--- src/card_supply_pkg.sv ---
// Constants, types and register map of the card supply converter control block
package card_supply_pkg;

   // ----------------------------------------------------------------
   // Register offsets (byte addresses)
   // ----------------------------------------------------------------
   localparam logic [7:0] OFS_CONTROL = 8'h00;
   localparam logic [7:0] OFS_CONFIG = 8'h04;
   localparam logic [7:0] OFS_CONVERTER = 8'h08;
   localparam logic [7:0] OFS_STATUS = 8'h0C;
   localparam logic [7:0] OFS_IRQ_STATUS = 8'h10;
   localparam logic [7:0] OFS_IRQ_MASK = 8'h14;

   // ----------------------------------------------------------------
   // Field positions
   // ----------------------------------------------------------------
   localparam int POS_ON = 0;
   localparam int POS_LEVEL = 0;
   localparam int POS_PRESCALE = 0;
   localparam int POS_STEP = 4;
   localparam int POS_RAISE = 6;
   localparam int POS_TOPOLOGY = 7;
   localparam int POS_READY = 0;
   localparam int POS_OVC = 1;
   localparam int POS_PRESENT = 2;
   localparam int POS_STATE = 4;
   localparam int IRQ_READY = 0;
   localparam int IRQ_OVC = 1;
   localparam int IRQ_REMOVED = 2;

   // ----------------------------------------------------------------
   // Reset values and the 5 V level code
   // ----------------------------------------------------------------
   localparam logic [1:0] LEVEL_RST = 2'h0;
   localparam logic [1:0] LEVEL_5V = 2'h3;
   localparam logic [3:0] PRESCALE_RST = 4'h0;
   localparam logic [1:0] STEP_RST = 2'h0;
   localparam logic [2:0] IRQ_MASK_RST = 3'h0;

   // ----------------------------------------------------------------
   // Trip level in percent of the 100 mA base
   // ----------------------------------------------------------------
   localparam logic [9:0] TRIP_BASE_PCT = 10'd100;
   localparam logic [9:0] TRIP_RAISE_PCT = 10'd20;

   // ----------------------------------------------------------------
   // Timing
   // ----------------------------------------------------------------
   localparam int CLK_NS = 40;
   localparam int SHUTDOWN_NS = 10000;
   localparam int SHUTDOWN_CYC = (SHUTDOWN_NS + CLK_NS - 1) / CLK_NS;

   // ----------------------------------------------------------------
   // Types
   // ----------------------------------------------------------------
   typedef enum logic [2:0] {
      ST_OFF = 3'b000,
      ST_START = 3'b001,
      ST_RUN = 3'b011,
      ST_SHUT = 3'b010,
      ST_TRIP = 3'b110
   } conv_state_t;

   typedef struct packed {
      logic enable;
      logic regulator_mode;
      logic sensor_enable;
      logic five_volt;
      logic [1:0] level;
      logic [1:0] startup_step;
      logic [9:0] trip_pct;
   } conv_ctrl_t;

endpackage

--- src/card_supply_converter_ctrl.sv ---
// APB-controlled sequencer for the card supply step up/down converter
module card_supply_converter_ctrl
   import card_supply_pkg::*;
(
   input wire logic pclk,
   input wire logic presetn,
   input wire logic psel,
   input wire logic penable,
   input wire logic pwrite,
   input wire logic [7:0] paddr,
   input wire logic [31:0] pwdata,
   output logic [31:0] prdata,
   output logic pready,
   output logic pslverr,
   input wire logic card_present_pin,
   input wire logic overload_sense,
   input wire logic vout_in_spec,
   output conv_ctrl_t conv_ctrl,
   output logic converter_clk,
   output logic irq
);

   // ----------------------------------------------------------------
   // Helpers
   // ----------------------------------------------------------------
   function automatic logic [9:0] trip_pct(input logic [1:0] step, input logic raise);
      logic [9:0] mult;
      mult = 10'(step) + 10'd1;
      trip_pct = TRIP_BASE_PCT * mult + (raise ? TRIP_RAISE_PCT * mult : 10'd0);
   endfunction

   function automatic logic hit(input logic [7:0] a, input logic [7:0] ofs);
      hit = (a == ofs);
   endfunction

   // ----------------------------------------------------------------
   // Pin synchronisers: three stages, accepted when stages 2 and 3 agree
   // ----------------------------------------------------------------
   logic [2:0] pres_s, ovl_s, spec_s;
   logic present_r, overload_r, in_spec_r;

   always_ff @(posedge pclk or negedge presetn) begin
      if (!presetn) begin
         pres_s <= 3'h0;
         ovl_s <= 3'h0;
         spec_s <= 3'h0;
      end else begin
         pres_s <= {pres_s[1:0], card_present_pin};
         ovl_s <= {ovl_s[1:0], overload_sense};
         spec_s <= {spec_s[1:0], vout_in_spec};
      end
   end

   always_ff @(posedge pclk or negedge presetn) begin
      if (!presetn) begin
         present_r <= 1'b0;
         overload_r <= 1'b0;
         in_spec_r <= 1'b0;
      end else begin
         if (pres_s[1] == pres_s[2]) present_r <= pres_s[2];
         if (ovl_s[1] == ovl_s[2]) overload_r <= ovl_s[2];
         if (spec_s[1] == spec_s[2]) in_spec_r <= spec_s[2];
      end
   end

   // ----------------------------------------------------------------
   // APB decode
   // ----------------------------------------------------------------
   logic wr_acc, setup, mapped;
   assign pready = 1'b1;
   assign wr_acc = psel && penable && pwrite;
   assign setup = psel && !penable;
   assign mapped = hit(paddr, OFS_CONTROL) || hit(paddr, OFS_CONFIG) || hit(paddr, OFS_CONVERTER)
      || hit(paddr, OFS_STATUS) || hit(paddr, OFS_IRQ_STATUS) || hit(paddr, OFS_IRQ_MASK);
   assign pslverr = psel && penable && !mapped;

   // ----------------------------------------------------------------
   // Configuration registers
   // ----------------------------------------------------------------
   logic [1:0] level_r, step_r;
   logic [3:0] prescale_r;
   logic raise_r, topology_r;
   logic [2:0] irq_mask_r, irq_stat_r;

   always_ff @(posedge pclk or negedge presetn) begin
      if (!presetn) begin
         level_r <= LEVEL_RST;
         prescale_r <= PRESCALE_RST;
         step_r <= STEP_RST;
         raise_r <= 1'b0;
         topology_r <= 1'b0;
         irq_mask_r <= IRQ_MASK_RST;
      end else if (wr_acc) begin
         if (hit(paddr, OFS_CONFIG)) level_r <= pwdata[POS_LEVEL +: 2];
         if (hit(paddr, OFS_CONVERTER)) begin
            prescale_r <= pwdata[POS_PRESCALE +: 4];
            step_r <= pwdata[POS_STEP +: 2];
            raise_r <= pwdata[POS_RAISE];
            topology_r <= pwdata[POS_TOPOLOGY];
         end
         if (hit(paddr, OFS_IRQ_MASK)) irq_mask_r <= pwdata[2:0];
      end
   end

   // ----------------------------------------------------------------
   // Converter sequencer
   // ----------------------------------------------------------------
   conv_state_t state_r, state_nxt;
   logic on_r;
   logic [8:0] shut_cnt_r;
   logic on_wr;

   assign on_wr = wr_acc && hit(paddr, OFS_CONTROL);

   always_comb begin
      state_nxt = state_r;
      case (state_r)
         ST_OFF: begin
            if (on_r && present_r) state_nxt = ST_START;
         end
         ST_START: begin
            if (!present_r || !on_r) state_nxt = ST_SHUT;
            else if (in_spec_r && !overload_r) state_nxt = ST_RUN;
         end
         ST_RUN: begin
            if (!present_r || !on_r) state_nxt = ST_SHUT;
            else if (overload_r) state_nxt = ST_TRIP;
         end
         ST_SHUT: begin
            if (shut_cnt_r == 9'(SHUTDOWN_CYC - 1)) state_nxt = ST_OFF;
         end
         ST_TRIP: begin
            if (on_r && present_r) state_nxt = ST_START;
         end
         default: state_nxt = ST_OFF;
      endcase
   end

   always_ff @(posedge pclk or negedge presetn) begin
      if (!presetn) state_r <= ST_OFF;
      else state_r <= state_nxt;
   end

   always_ff @(posedge pclk or negedge presetn) begin
      if (!presetn) shut_cnt_r <= 9'h000;
      else if (state_r == ST_SHUT) shut_cnt_r <= shut_cnt_r + 9'h001;
      else shut_cnt_r <= 9'h000;
   end

   // Hardware clear wins over a software set: removal and trips are safety events
   always_ff @(posedge pclk or negedge presetn) begin
      if (!presetn) on_r <= 1'b0;
      // Cleared while the card is absent and on entry to the tripped state, not while in it, so software can restart from it
      else if (!present_r || (state_nxt == ST_TRIP && state_r != ST_TRIP)) on_r <= 1'b0;
      else if (on_wr) on_r <= pwdata[POS_ON];
   end

   // ----------------------------------------------------------------
   // Status flags and analog controls
   // ----------------------------------------------------------------
   logic ready_r, ovc_r;

   always_ff @(posedge pclk or negedge presetn) begin
      if (!presetn) begin
         ready_r <= 1'b0;
         ovc_r <= 1'b0;
      end else begin
         ready_r <= (state_nxt == ST_RUN) && in_spec_r;
         ovc_r <= (state_nxt == ST_TRIP);
      end
   end

   always_ff @(posedge pclk or negedge presetn) begin
      if (!presetn) begin
         conv_ctrl <= '0;
      end else begin
         conv_ctrl.enable <= (state_nxt == ST_START) || (state_nxt == ST_RUN);
         conv_ctrl.regulator_mode <= topology_r;
         conv_ctrl.sensor_enable <= (state_nxt == ST_RUN);
         conv_ctrl.five_volt <= (level_r == LEVEL_5V);
         conv_ctrl.level <= level_r;
         conv_ctrl.startup_step <= step_r;
         conv_ctrl.trip_pct <= trip_pct(step_r, raise_r && state_nxt == ST_RUN);
      end
   end

   // Converter clock: half period of prescale + 1 cycles, stopped while off
   logic [3:0] div_cnt_r;

   always_ff @(posedge pclk or negedge presetn) begin
      if (!presetn) begin
         div_cnt_r <= 4'h0;
         converter_clk <= 1'b0;
      end else if (!conv_ctrl.enable) begin
         div_cnt_r <= 4'h0;
         converter_clk <= 1'b0;
      end else if (div_cnt_r >= prescale_r) begin
         div_cnt_r <= 4'h0;
         converter_clk <= !converter_clk;
      end else begin
         div_cnt_r <= div_cnt_r + 4'h1;
      end
   end

   // ----------------------------------------------------------------
   // Interrupts: sticky, write one to clear, set wins
   // ----------------------------------------------------------------
   logic [2:0] irq_evt, irq_clr;
   logic present_d_r;

   always_ff @(posedge pclk or negedge presetn) begin
      if (!presetn) present_d_r <= 1'b0;
      else present_d_r <= present_r;
   end

   assign irq_evt = {present_d_r && !present_r, state_nxt == ST_TRIP && state_r != ST_TRIP,
                     state_nxt == ST_RUN && state_r != ST_RUN};
   assign irq_clr = (wr_acc && hit(paddr, OFS_IRQ_STATUS)) ? pwdata[2:0] : 3'h0;

   always_ff @(posedge pclk or negedge presetn) begin
      if (!presetn) irq_stat_r <= 3'h0;
      else irq_stat_r <= (irq_stat_r & ~irq_clr) | irq_evt;
   end

   assign irq = |(irq_stat_r & irq_mask_r);

   // ----------------------------------------------------------------
   // Read data, captured in the setup phase
   // ----------------------------------------------------------------
   always_ff @(posedge pclk or negedge presetn) begin
      if (!presetn) begin
         prdata <= 32'h0000_0000;
      end else if (setup) begin
         prdata <= 32'h0000_0000;
         case (paddr)
            OFS_CONTROL: prdata[POS_ON] <= on_r;
            OFS_CONFIG: prdata[POS_LEVEL +: 2] <= level_r;
            OFS_CONVERTER: prdata[7:0] <= {topology_r, raise_r, step_r, prescale_r};
            OFS_STATUS: begin
               prdata[POS_READY] <= ready_r;
               prdata[POS_OVC] <= ovc_r;
               prdata[POS_PRESENT] <= present_r;
               prdata[POS_STATE +: 3] <= state_r;
            end
            OFS_IRQ_STATUS: prdata[2:0] <= irq_stat_r;
            OFS_IRQ_MASK: prdata[2:0] <= irq_mask_r;
            default: prdata <= 32'h0000_0000;
         endcase
      end
   end
endmodule

--- config.mk ---
export PLATFORM = sky130hd
export DESIGN_NAME = card_supply_converter_ctrl
export DESIGN_NICKNAME = d
export VERILOG_FILES = /design/src/card_supply_pkg.sv /design/src/card_supply_converter_ctrl.sv
export SDC_FILE = /design/constraint.sdc
export NUM_CORES = 1
export LEC_CHECK = 0
export BUFFER_PORTS_ARGS = -buffer_cell sky130_fd_sc_hd__buf_4
export CAP_MARGIN = 5
export CORE_ASPECT_RATIO = 1.4
export CORE_MARGIN = 8
export CORE_UTILIZATION = 49
export CTS_BUF_LIST = sky130_fd_sc_hd__clkbuf_4
export DETAILED_ROUTE_END_ITERATION = 7
export PLACE_DENSITY = 0.79
export SYNTH_ARGS = -nofsm -noshare
export SYNTH_HDL_FRONTEND = slang
export SYNTH_SLANG_ARGS = --single-unit
export TNS_END_PERCENT = 50
--- constraint.sdc ---
create_clock -name pclk -period 2.5 [get_ports pclk]
set_clock_uncertainty 0.05 [all_clocks]
set_input_delay 0.125 -clock pclk [delete_from_list [all_inputs] [get_ports pclk]]
set_output_delay 0.125 -clock pclk [all_outputs]
set_load 0.01 [all_outputs]
==> results of run 1 <==
cell usage in the layout (no fill, tap or decap), types with 3 or more instances in the layout:
master / Yosys / routed
sky130_fd_sc_hd__a22oi_1: 4 / 4
sky130_fd_sc_hd__inv_1: 12 / 12
sky130_fd_sc_hd__xnor2_1: 7 / 7
sky130_fd_sc_hd__a21oi_1: 8 / 8
sky130_fd_sc_hd__ha_1: 16 / 14
sky130_fd_sc_hd__clkbuf_4: 0 / 11
sky130_fd_sc_hd__mux2i_1: 3 / 3
sky130_fd_sc_hd__dfrtp_1: 73 / 73
sky130_fd_sc_hd__o21ai_0: 11 / 11
sky130_fd_sc_hd__xor2_1: 7 / 7
sky130_fd_sc_hd__nor2_1: 19 / 19
sky130_fd_sc_hd__and3_1: 8 / 8
sky130_fd_sc_hd__mux2_2: 6 / 6
sky130_fd_sc_hd__nand2b_1: 3 / 3
sky130_fd_sc_hd__and2_1: 6 / 5
sky130_fd_sc_hd__maj3_1: 3 / 3
sky130_fd_sc_hd__nor2b_1: 11 / 11
sky130_fd_sc_hd__conb_1: 2 / 27
sky130_fd_sc_hd__buf_4: 28 / 67
sky130_fd_sc_hd__nand2_1: 24 / 24
sky130_fd_sc_hd__nand3_1: 8 / 8
sky130_fd_sc_hd__dlygate4sd3_1: 0 / 12
sky130_fd_sc_hd__o21ai_1: 3 / 3
sky130_fd_sc_hd__mux2_4: 8 / 8
sky130_fd_sc_hd__nand3b_1: 3 / 3
power by group:
group	total, µW	switching [µW]	leakage (µW)	internal (µW)
Sequential	1210	11.3	0.000963	1200
Combinational	161	90.8	0.00111	70.4
Clock	570	363	0.0000561	207
path summary, 6_finish.rpt:
path / startpoint / end / slack, ps
max: state_r[0] / conv_ctrl[8] / 90
min: paddr[2] / irq_stat_r[0] / 130
max reg2reg: state_r[0] / conv_ctrl[8] / 90
min reg2reg: spec_s[0] / spec_s[1] / 310
max in group asynchronous: presetn / shut_cnt_r[0] / 1460
min in group asynchronous: presetn / conv_ctrl[13] / 340
metal layers:
metal / GRT usage / share of wire / wire (µm)
met1: 0.157 / 0.40 / 2890
met2: 0.250 / 0.54 / 3880
met3: 0.0349 / 0.050 / 363
met4: 0.0553 / 0.014 / 104
met5: 0 / 0 / 0
flip-flops by register name (all words and copies together) (netlist names), 2 cells and up:
name	cells
step_r	2
spec_s	3
prescale_r	4
state_r	3
irq_stat_r	3
pres_s	3
level_r	2
irq_mask_r	3
shut_cnt_r	9
ovl_s	3
conv_ctrl	16
div_cnt_r	4
prdata	8
per-stage QoR:
stage	worst slack [ps]	power [µW]	setup TNS (ps)
after detailed placement	18.8	1380	0
after global routing	-95.5	2030	-98.4
final	85.1	1940	0
after global placement	70.8	1380	0
after floorplan	1.53	1330	0
after CTS	11.1	1960	0
repair_timing:
item                                    CTS  global route
gates resized for setup                   1             4
buffers inserted                          0             1
hold buffers                             12             0
pin swaps                                 0             8
endpoints found under the hold margin    91             0
endpoints found under the setup margin    1             3
worst register-to-register path, delay by kind of cell (launching register included):
family / cells / cell delay [ps]
AOI/OAI and AO/OA: 3 / 670
DFF: 1 / 380
buffers and inverters: 1 / 160
adders and majority gates: 1 / 210
and+or+nand+nor: 7 / 830
area by class of cell:
class                   count  area [µm²]  area share
multi-input cells         226        1610       0.373
well taps                  97         121      0.0281
clock buffers              11        82.6      0.0191
repair buffers             79         623       0.144
inverters                  12        45.0      0.0104
flip-flops and latches     73        1830       0.423
clock inverters             2        8.76     0.00203
logic make-up (layout without fill, tap and decap cells):
kind of cell	Yosys count	in the layout	synth area share
XOR/XNOR	14	14	0.0340
AO/OA/AOI/OAI	47	47	0.0898
flip-flops	73	73	0.506
AND/OR/NAND/NOR	100	100	0.154
buffers and inverters	48	104	0.0839
multiplexers	19	19	0.0666
other	2	27	0.00208
adder cells (fa/ha/maj)	19	19	0.0638
==> flow_metrics.env, run 1 <==
export IMPL_timing_hold_worst_class="in2reg"
export IMPL_grt_antenna_before_repair=0
export IMPL_synthesis_instances=322
export IMPL_synth_cell_types=58
export IMPL_post_synth_top_area_fraction=0.506
export IMPL_final_wtd_congestion=0.816
export IMPL_dr_total_vias=2508
export IMPL_wire_per_inst_um=14.5
export IMPL_fraction_of_final_layout_cells_with_drive_strength_greater_than_1=0.266
export IMPL_cp_required_ps=2730
export IMPL_timing_final_crit_period_ps=2410
export IMPL_seq_area_frac_synth=0.506
export IMPL_synth_flop_cell="sky130_fd_sc_hd__dfrtp_1"
export IMPL_drt_iter0_markers=126
export IMPL_numPlacedInstances=474
export IMPL_synthDominantAreaCellType="sky130_fd_sc_hd__dfrtp_1"
export IMPL_p_per_area_nw_per_um2=450
export IMPL_ctsHtreeMaxLevel=3
export IMPL_synth_most_common_cell="sky130_fd_sc_hd__dfrtp_1"
export IMPL_critical_path_slowest_cell="sky130_fd_sc_hd__dfrtp_1"
export IMPL_floorplan_core_area_um2=7270
export IMPL_layout_worst_path_cycle_share=0.966
export IMPL_globalRoute_totalOverflow=0
export IMPL_final_hold_worst_slack_ps=131
export IMPL_p_leak_uw=0.00213
export IMPL_detail_route_antenna_nets=0
export IMPL_arrival_ps=2640
export IMPL_finalNetCount=465
export IMPL_critical_path_top_delay_family="simple AND/OR/NAND/NOR gates"
export IMPL_slew_headroom=0.397
export IMPL_cts_sinks=73
export IMPL_cp_num_buf_inv=1
export IMPL_ys_warnings_count=0
export IMPL_cpPeakStageDelay_ps=380
export IMPL_syn_area_um2=3610
export IMPL_run_status="finished, final reports clean"
export IMPL_synth_edf_count=0
export IMPL_die_area_um2=10400
export IMPL_reg2regPathDepth=12
export IMPL_detail_route_vias_per_cell=5.02
export IMPL_synthTopCellsByCount="sky130_fd_sc_hd__dfrtp_1, sky130_fd_sc_hd__buf_4, sky130_fd_sc_hd__nand2_1"
export IMPL_drt_drc_violations_left=0
export IMPL_cts_root_buffer_cell="sky130_fd_sc_hd__clkbuf_4"
export IMPL_io_pin_count=102
export IMPL_drv_cap=0
export IMPL_tritoncts="built"
export IMPL_finalSetupViolCount=0
export IMPL_stdcell_count=500
export IMPL_die_h_um=118
export IMPL_groute_usage_overall=0.143
export IMPL_rsz0062_at_grt="yes"
export IMPL_slew_violations=0
export IMPL_route_final_wire_length_um=7230
export IMPL_synth_area_leaders="sky130_fd_sc_hd__dfrtp_1, sky130_fd_sc_hd__buf_4, sky130_fd_sc_hd__ha_1"
export IMPL_crit_chain="buf_4 -> nand2b_1 -> a221oi_2 -> and2_4 -> nand2_1 -> nor2_1 -> and3_1 -> ha_2 -> or2_2 -> nor3_1 -> a2111oi_2 -> o311ai_1"
export IMPL_floorplan_initialDensity=0.496
export IMPL_ys_async_sr_fraction=1.00
export IMPL_core_rowCount=37
export IMPL_finalHoldViolations=0
export IMPL_fp_dieW_um=88.5
export IMPL_synthToLayoutAreaGrowth_pct=19.6
export IMPL_cp_num_cells=12
export IMPL_maximum_vdd_ir_drop_mv=0.275
export IMPL_drtPass1Iterations=4
export IMPL_hpwl_um=5310
export IMPL_num_antenna_cells=0
export IMPL_grt_first_pass_wirelength_um=11900
export IMPL_cts_clk_slew_worst_paths_ps=120
export IMPL_final_area_um2=4320
export IMPL_port_buffers=50
export IMPL_critical_path_class="reg2reg"
export IMPL_nature_of_the_critical_path_endpoint="register"
export IMPL_grt_max_degree=74
export IMPL_worstHoldPathCells=4
export IMPL_syn_avg_cell_area_um2=11.2
export IMPL_worst_path_max_fanout=7
export IMPL_upper_clock_frequency_limit_mhz=414
export IMPL_clk_path_buf_depth=2
export IMPL_critical_path_startpoint_type="register"
export IMPL_grt_pass1_vias=2605
export IMPL_synth_ff_latch_count=73
export IMPL_max_slew_worst_pin_slew_ps=905
export IMPL_fill_cells=622
export IMPL_post_layout_util=0.594
export IMPL_detailed_place_area_um2=4070
export IMPL_clk_insertion_delay_late_ps=400
export IMPL_num_cts_buffers=9
Power figures use the tool's default switching activity.
==> run 2: changes to the inputs <==
==> constraint.sdc (replaced) <==
create_clock -name pclk -period 2.5 [get_ports pclk]
set_clock_uncertainty 0.05 [all_clocks]
set_input_delay 0.25 -clock pclk [delete_from_list [all_inputs] [get_ports pclk]]
set_output_delay 0.25 -clock pclk [all_outputs]
set_load 0.01 [all_outputs]
==> run 2 against run 1 <==
Critical path type unchanged; worst setup slack improved by 69 ps; non-clock buffer count is 3 higher; final area grew 3.7%; first-iteration DRC count is 33% lower; flip-flop and latch count unchanged.
==> flow_metrics.env, run 2 (synthesis gave the netlist of run 1 again) <==
export IMPL_timing_hold_worst_endpoint="prescale_r[0]"
export IMPL_drt_drc_violations_left=0
export IMPL_port_buffers=50
export IMPL_detail_route_antenna_nets=0
export IMPL_arrival_ps=2590
export IMPL_die_h_um=118
export IMPL_num_cts_buffers=9
export IMPL_maximum_vdd_ir_drop_mv=0.334
export IMPL_cp_num_buf_inv=1
export IMPL_reg2regPathDepth=12
export IMPL_final_wtd_congestion=0.828
export IMPL_wire_per_inst_um=14.5
export IMPL_slew_violations=0
export IMPL_grt_antenna_before_repair=0
export IMPL_tritoncts="built"
export IMPL_route_final_wire_length_um=7330
export IMPL_finalHoldViolations=0
export IMPL_critical_path_top_delay_family="simple AND/OR/NAND/NOR gates"
export IMPL_floorplan_core_area_um2=7270
export IMPL_core_rowCount=37
export IMPL_grt_first_pass_wirelength_um=11800
export IMPL_io_pin_count=102
export IMPL_nature_of_the_critical_path_endpoint="register"
export IMPL_cts_root_buffer_cell="sky130_fd_sc_hd__clkbuf_4"
export IMPL_min_delay_start="pwdata[0]"
export IMPL_fill_cells=566
export IMPL_critical_path_startpoint_type="register"
export IMPL_hpwl_um=5190
export IMPL_drv_cap=0
export IMPL_upper_clock_frequency_limit_mhz=426
export IMPL_num_antenna_cells=0
export IMPL_worstHoldPathCells=2
export IMPL_cpPeakStageDelay_ps=400
export IMPL_final_cell_mix="sky130_fd_sc_hd__dfrtp_1, sky130_fd_sc_hd__buf_4, sky130_fd_sc_hd__conb_1"
export IMPL_p_leak_uw=0.00218
export IMPL_run_status="finished, final reports clean"
export IMPL_ctsHtreeMaxLevel=3
export IMPL_globalRoute_totalOverflow=0
export IMPL_reg2reg_to="conv_ctrl[8]"
export IMPL_p_per_area_nw_per_um2=511
export IMPL_largest_registers="conv_ctrl (16), shut_cnt_r (9), prdata (8)"
export IMPL_dr_total_vias=2535
export IMPL_finalNetCount=468
export IMPL_timing_hold_worst_class="in2reg"
export IMPL_crit_chain="buf_6 -> nand2b_1 -> a221oi_2 -> and2_4 -> nand2_2 -> nor2_2 -> and3_4 -> ha_4 -> or2_2 -> nor3_1 -> a2111oi_2 -> o311ai_1"
export IMPL_slew_headroom=0.407
export IMPL_max_slew_worst_pin_slew_ps=889
export IMPL_finalSetupViolCount=0
export IMPL_worstReg2RegStart="state_r[0]"
export IMPL_layout_worst_path_cycle_share=0.938
export IMPL_clk_path_buf_depth=2
export IMPL_fraction_of_final_layout_cells_with_drive_strength_greater_than_1=0.293
export IMPL_worst_path_max_fanout=7
export IMPL_cts_clk_slew_worst_paths_ps=120
export IMPL_layout_commonest_cell="sky130_fd_sc_hd__dfrtp_1"
export IMPL_grt_pass1_vias=2603
export IMPL_critical_path_class="reg2reg"
export IMPL_detail_route_vias_per_cell=5.01
export IMPL_cp_required_ps=2750
export IMPL_drt_iter0_markers=84
export IMPL_clk_insertion_delay_late_ps=420
export IMPL_groute_usage_overall=0.145
export IMPL_grt_max_degree=74
export IMPL_registers_top_by_ff_count="conv_ctrl"
export IMPL_final_area_um2=4470
export IMPL_detailed_place_area_um2=4070
export IMPL_largest_reg_flops=16
export IMPL_synthToLayoutAreaGrowth_pct=24.0
export IMPL_drtPass1Iterations=4
export IMPL_fp_dieW_um=88.5
export IMPL_cts_sinks=73
export IMPL_floorplan_initialDensity=0.496
export IMPL_die_area_um2=10400
export IMPL_critical_path_slowest_cell="sky130_fd_sc_hd__dfrtp_1"
export IMPL_power_total_uw=2280
export IMPL_timing_final_crit_period_ps=2350
export IMPL_setup_reg_to_reg_worst_slack_ps=150
-- run 2: changes by cell type in the layout (fill, tap and decap cells not counted), sizes merged --
cell	change
clkinvlp	+1
bufinv	+3
clkbuf	-1
dlygate4sd3	-1
buf	+4
-- run 2: how the worst max path moves through the flow --
stage                       start      endpoint  slack [ps]  depth (start not counted)
global route           state_r[0]  conv_ctrl[8]         -50                         11
floorplan              state_r[0]  conv_ctrl[8]           2                         10
finish                 state_r[0]  conv_ctrl[8]         150                         12
CTS                    state_r[0]  conv_ctrl[8]           2                         10
detailed placement     state_r[0]  conv_ctrl[8]          20                         10
global placement    shut_cnt_r[8]  conv_ctrl[8]          70                         10
-- run 2: final cells by class --
cell class / instances / area (µm²) / area share
Clock buffer: 10 / 75.1 / 0.0168
Clock inverter: 6 / 106 / 0.0238
Inverter: 12 / 45.0 / 0.0101
Multi-Input combinational cell: 226 / 1650 / 0.369
Sequential cell: 73 / 1830 / 0.408
Tap cell: 97 / 121 / 0.0271
Timing Repair Buffer: 82 / 647 / 0.145
-- run 2: timing repair --
item | 4_1_cts | 5_1_grt
setup endpoints to repair | 0 | 3
buffers inserted | 0 | 5
endpoints found under the hold margin | 80 | 4
gates resized for setup | 0 | 14
hold buffers | 8 | 3
-- run 2: per-layer routing --
metal | track usage | wire (µm) | up-vias
li1 | - | - | 1219
met2 | 0.241 | 3810 | 63
met5 | 0 | 0 | -
met1 | 0.158 | 2940 | 1234
met4 | 0.0893 | 212 | 0
met3 | 0.0363 | 364 | 19
-- run 2: where the power goes --
part	switching, µW	total [µW]	internal (µW)
Clock	396	909	513
Sequential	11.1	1210	1200
Combinational	92.0	163	71.2
-- run 2: metrics by stage --
stage	std cells	util	setup slack [ps]	setup TNS (ps)	hold slack (ps)
finish	506	0.616	154	0	48.3
global route	506	0.616	-54.0	-54.0	25.1
CTS	498	0.596	2.47	0	1.74
detailed placement	474	0.560	19.1	0	286
global placement	474	0.560	66.5	0	281
floorplan	347	-	1.53	0	-95.6
==> run 3: changes to the inputs <==
Settings changed: TNS_END_PERCENT 50 to not set.
Clock period 2.5 ns to 2 ns, I/O delays scaled along.
==> run 3 against run 2 <==
Final area up 6.9%; highest routed layer unchanged; flip-flop and latch count stayed put; critical path type unchanged; non-clock buffer count is 30 higher; the flow now finishes with violations (negative setup slack); critical endpoint unchanged.
==> flow_metrics.env, run 3 (synthesis gave the netlist of run 1 again) <==
export IMPL_drt_drc_violations_left=0
export IMPL_seq_area_um2=1830
export IMPL_multi_input_comb_area_um2=1780
export IMPL_p_leak_uw=0.00233
export IMPL_nature_of_the_critical_path_endpoint="register"
export IMPL_setup_reg_to_reg_worst_slack_ps=-350
export IMPL_critical_path_class="reg2reg"
export IMPL_worstHoldPathCells=4
export IMPL_largest_reg_flops=16
export IMPL_finalNetCount=498
export IMPL_layout_worst_path_cycle_share=1.17
export IMPL_layout_commonest_cell="sky130_fd_sc_hd__buf_4"
export IMPL_final_sum_of_negative_setup_slack_ps=-1430
export IMPL_cts_clk_slew_worst_paths_ps=120
export IMPL_die_h_um=118
export IMPL_synthToLayoutAreaGrowth_pct=32.5
export IMPL_max_slew_worst_pin_slew_ps=489
export IMPL_timing_final_crit_period_ps=2350
export IMPL_route_final_wire_length_um=8040
export IMPL_hpwl_um=5960
export IMPL_floorplan_core_area_um2=7270
export IMPL_port_buffers=50
export IMPL_grt_antenna_before_repair=0
export IMPL_cpPeakStageDelay_ps=460
export IMPL_p_per_area_nw_per_um2=532
export IMPL_fp_dieW_um=88.5
export IMPL_grt_pass1_vias=2900
export IMPL_drv_cap=0
export IMPL_reg2reg_to="conv_ctrl[8]"
export IMPL_finalSetupViolCount=6
export IMPL_critical_path_top_delay_family="simple AND/OR/NAND/NOR gates"
export IMPL_min_delay_start="paddr[2]"
export IMPL_detail_route_vias_per_cell=5.01
export IMPL_timing_hold_worst_class="in2reg"
export IMPL_critical_path_slowest_cell="sky130_fd_sc_hd__dfrtp_2"
export IMPL_core_rowCount=37
export IMPL_reg2regPathDepth=10
export IMPL_drt_iter0_markers=67
export IMPL_rsz0062_at_grt="yes"
export IMPL_groute_usage_overall=0.165
export IMPL_postLayoutSetupSlackWorst_ps=-349
export IMPL_clk_path_buf_depth=2
export IMPL_grt_max_degree=38
export IMPL_cp_num_buf_inv=0
export IMPL_wire_per_inst_um=15.0
export IMPL_grt_first_pass_wirelength_um=13400
export IMPL_cp_required_ps=2260
export IMPL_num_cts_buffers=9
export IMPL_run_status="finished, violations left"
export IMPL_timing_hold_worst_endpoint="irq_stat_r[0]"
export IMPL_tritoncts="built"
export IMPL_critical_path_startpoint_type="register"
export IMPL_failed_checks="negative setup slack"
export IMPL_worstReg2RegStart="state_r[0]"
export IMPL_final_wtd_congestion=0.818
export IMPL_fill_cells=551
export IMPL_detail_route_antenna_nets=0
export IMPL_cts_root_buffer_cell="sky130_fd_sc_hd__clkbuf_4"
export IMPL_slew_violations=0
export IMPL_arrival_ps=2610
export IMPL_largest_registers="conv_ctrl (16), shut_cnt_r (9), prdata (8)"
export IMPL_final_cell_mix="sky130_fd_sc_hd__buf_4, sky130_fd_sc_hd__dfrtp_1, sky130_fd_sc_hd__conb_1"
export IMPL_floorplan_initialDensity=0.496
export IMPL_globalRoute_totalOverflow=0
export IMPL_worst_path_max_fanout=4
export IMPL_fraction_of_final_layout_cells_with_drive_strength_greater_than_1=0.376
export IMPL_num_antenna_cells=0
export IMPL_finalHoldViolations=0
export IMPL_drtPass1Iterations=4
export IMPL_slew_headroom=0.665
export IMPL_place_ws_ps=-359
export IMPL_die_area_um2=10400
export IMPL_io_pin_count=102
export IMPL_post_layout_util=0.658
export IMPL_upper_clock_frequency_limit_mhz=426
export IMPL_ctsHtreeMaxLevel=3
export IMPL_clk_insertion_delay_late_ps=440
export IMPL_registers_top_by_ff_count="conv_ctrl"
export IMPL_cts_sinks=73
export IMPL_dr_total_vias=2683
export IMPL_maximum_vdd_ir_drop_mv=0.369
export IMPL_crit_chain="nor4b_2 -> nand4_1 -> and4bb_1 -> nand2_4 -> nor2_4 -> and3_4 -> ha_4 -> nor3_1 -> a2111oi_4 -> o311ai_1"
[run 3: changes by cell type in the layout (fill, tap and decap cells not counted), sizes merged]
cell and change:
clkinvlp +1, bufinv -3, buf +29, clkbuf -1, clkinv +3, dlygate4sd3 +1
[run 3: repair_timing]
item / in CTS / in global routing
endpoints found under the hold margin: 52 / 0
endpoints found under the setup margin: 6 / 6
pin swaps: 14 / 8
buffers inserted: 4 / 1
hold buffers: 12 / 0
resized for setup: 18 / 9
[run 3: metrics by stage]
stage          power [µW]  instance area (µm²)  hold WS, ps  std cells
2_1_floorplan        1660                 3800         -146        347
3_3_place_gp         1740                 4380          141        503
3_5_place_dp         1750                 4380          146        503
4_1_cts              2560                 4720          138        535
5_1_grt              2660                 4780          158        536
6_report             2540                 4780          171        536
[run 3: worst max-delay path by stage]
stage,startpoint,end,slack [ps],cells after the start
after floorplan,state_r[1],conv_ctrl[8],-330,13
after detailed placement,state_r[0],conv_ctrl[8],-360,10
after global placement,state_r[0],conv_ctrl[8],-280,10
after global routing,shut_cnt_r[2],conv_ctrl[8],-480,10
after CTS,shut_cnt_r[2],conv_ctrl[8],-310,10
final,state_r[0],conv_ctrl[8],-350,10
[run 3: power by group]
part	total (µW)	switching, µW	internal (µW)	leakage [µW]
combinational	232	124	109	0.00131
sequential	1520	13.3	1500	0.000958
clock	795	544	251	0.0000617
total	2540	680	1860	0.00233
[run 3: final cells by class]
class                           instances  share of cell area
Sequential cell                        73               0.383
Multi-Input combinational cell        226               0.372
Timing Repair Buffer                  112               0.186
Tap cell                               97              0.0254
Clock buffer                            9              0.0141
Clock inverter                          7             0.00994
Inverter                               12             0.00942
[run 3: worst min-delay path, cell delays in order]
cell and delay, ps:
sky130_fd_sc_hd__buf_4 170, sky130_fd_sc_hd__nor3_2 80, sky130_fd_sc_hd__nand2_1 70, sky130_fd_sc_hd__a22o_1 110
[run 3: layer usage]
metal	GRT usage	vias up	share of wire
met5	0	-	0
met4	0.0584	0	0.020
met3	0.0482	11	0.048
met2	0.288	64	0.54
met1	0.180	1318	0.39
li1	-	1290	-
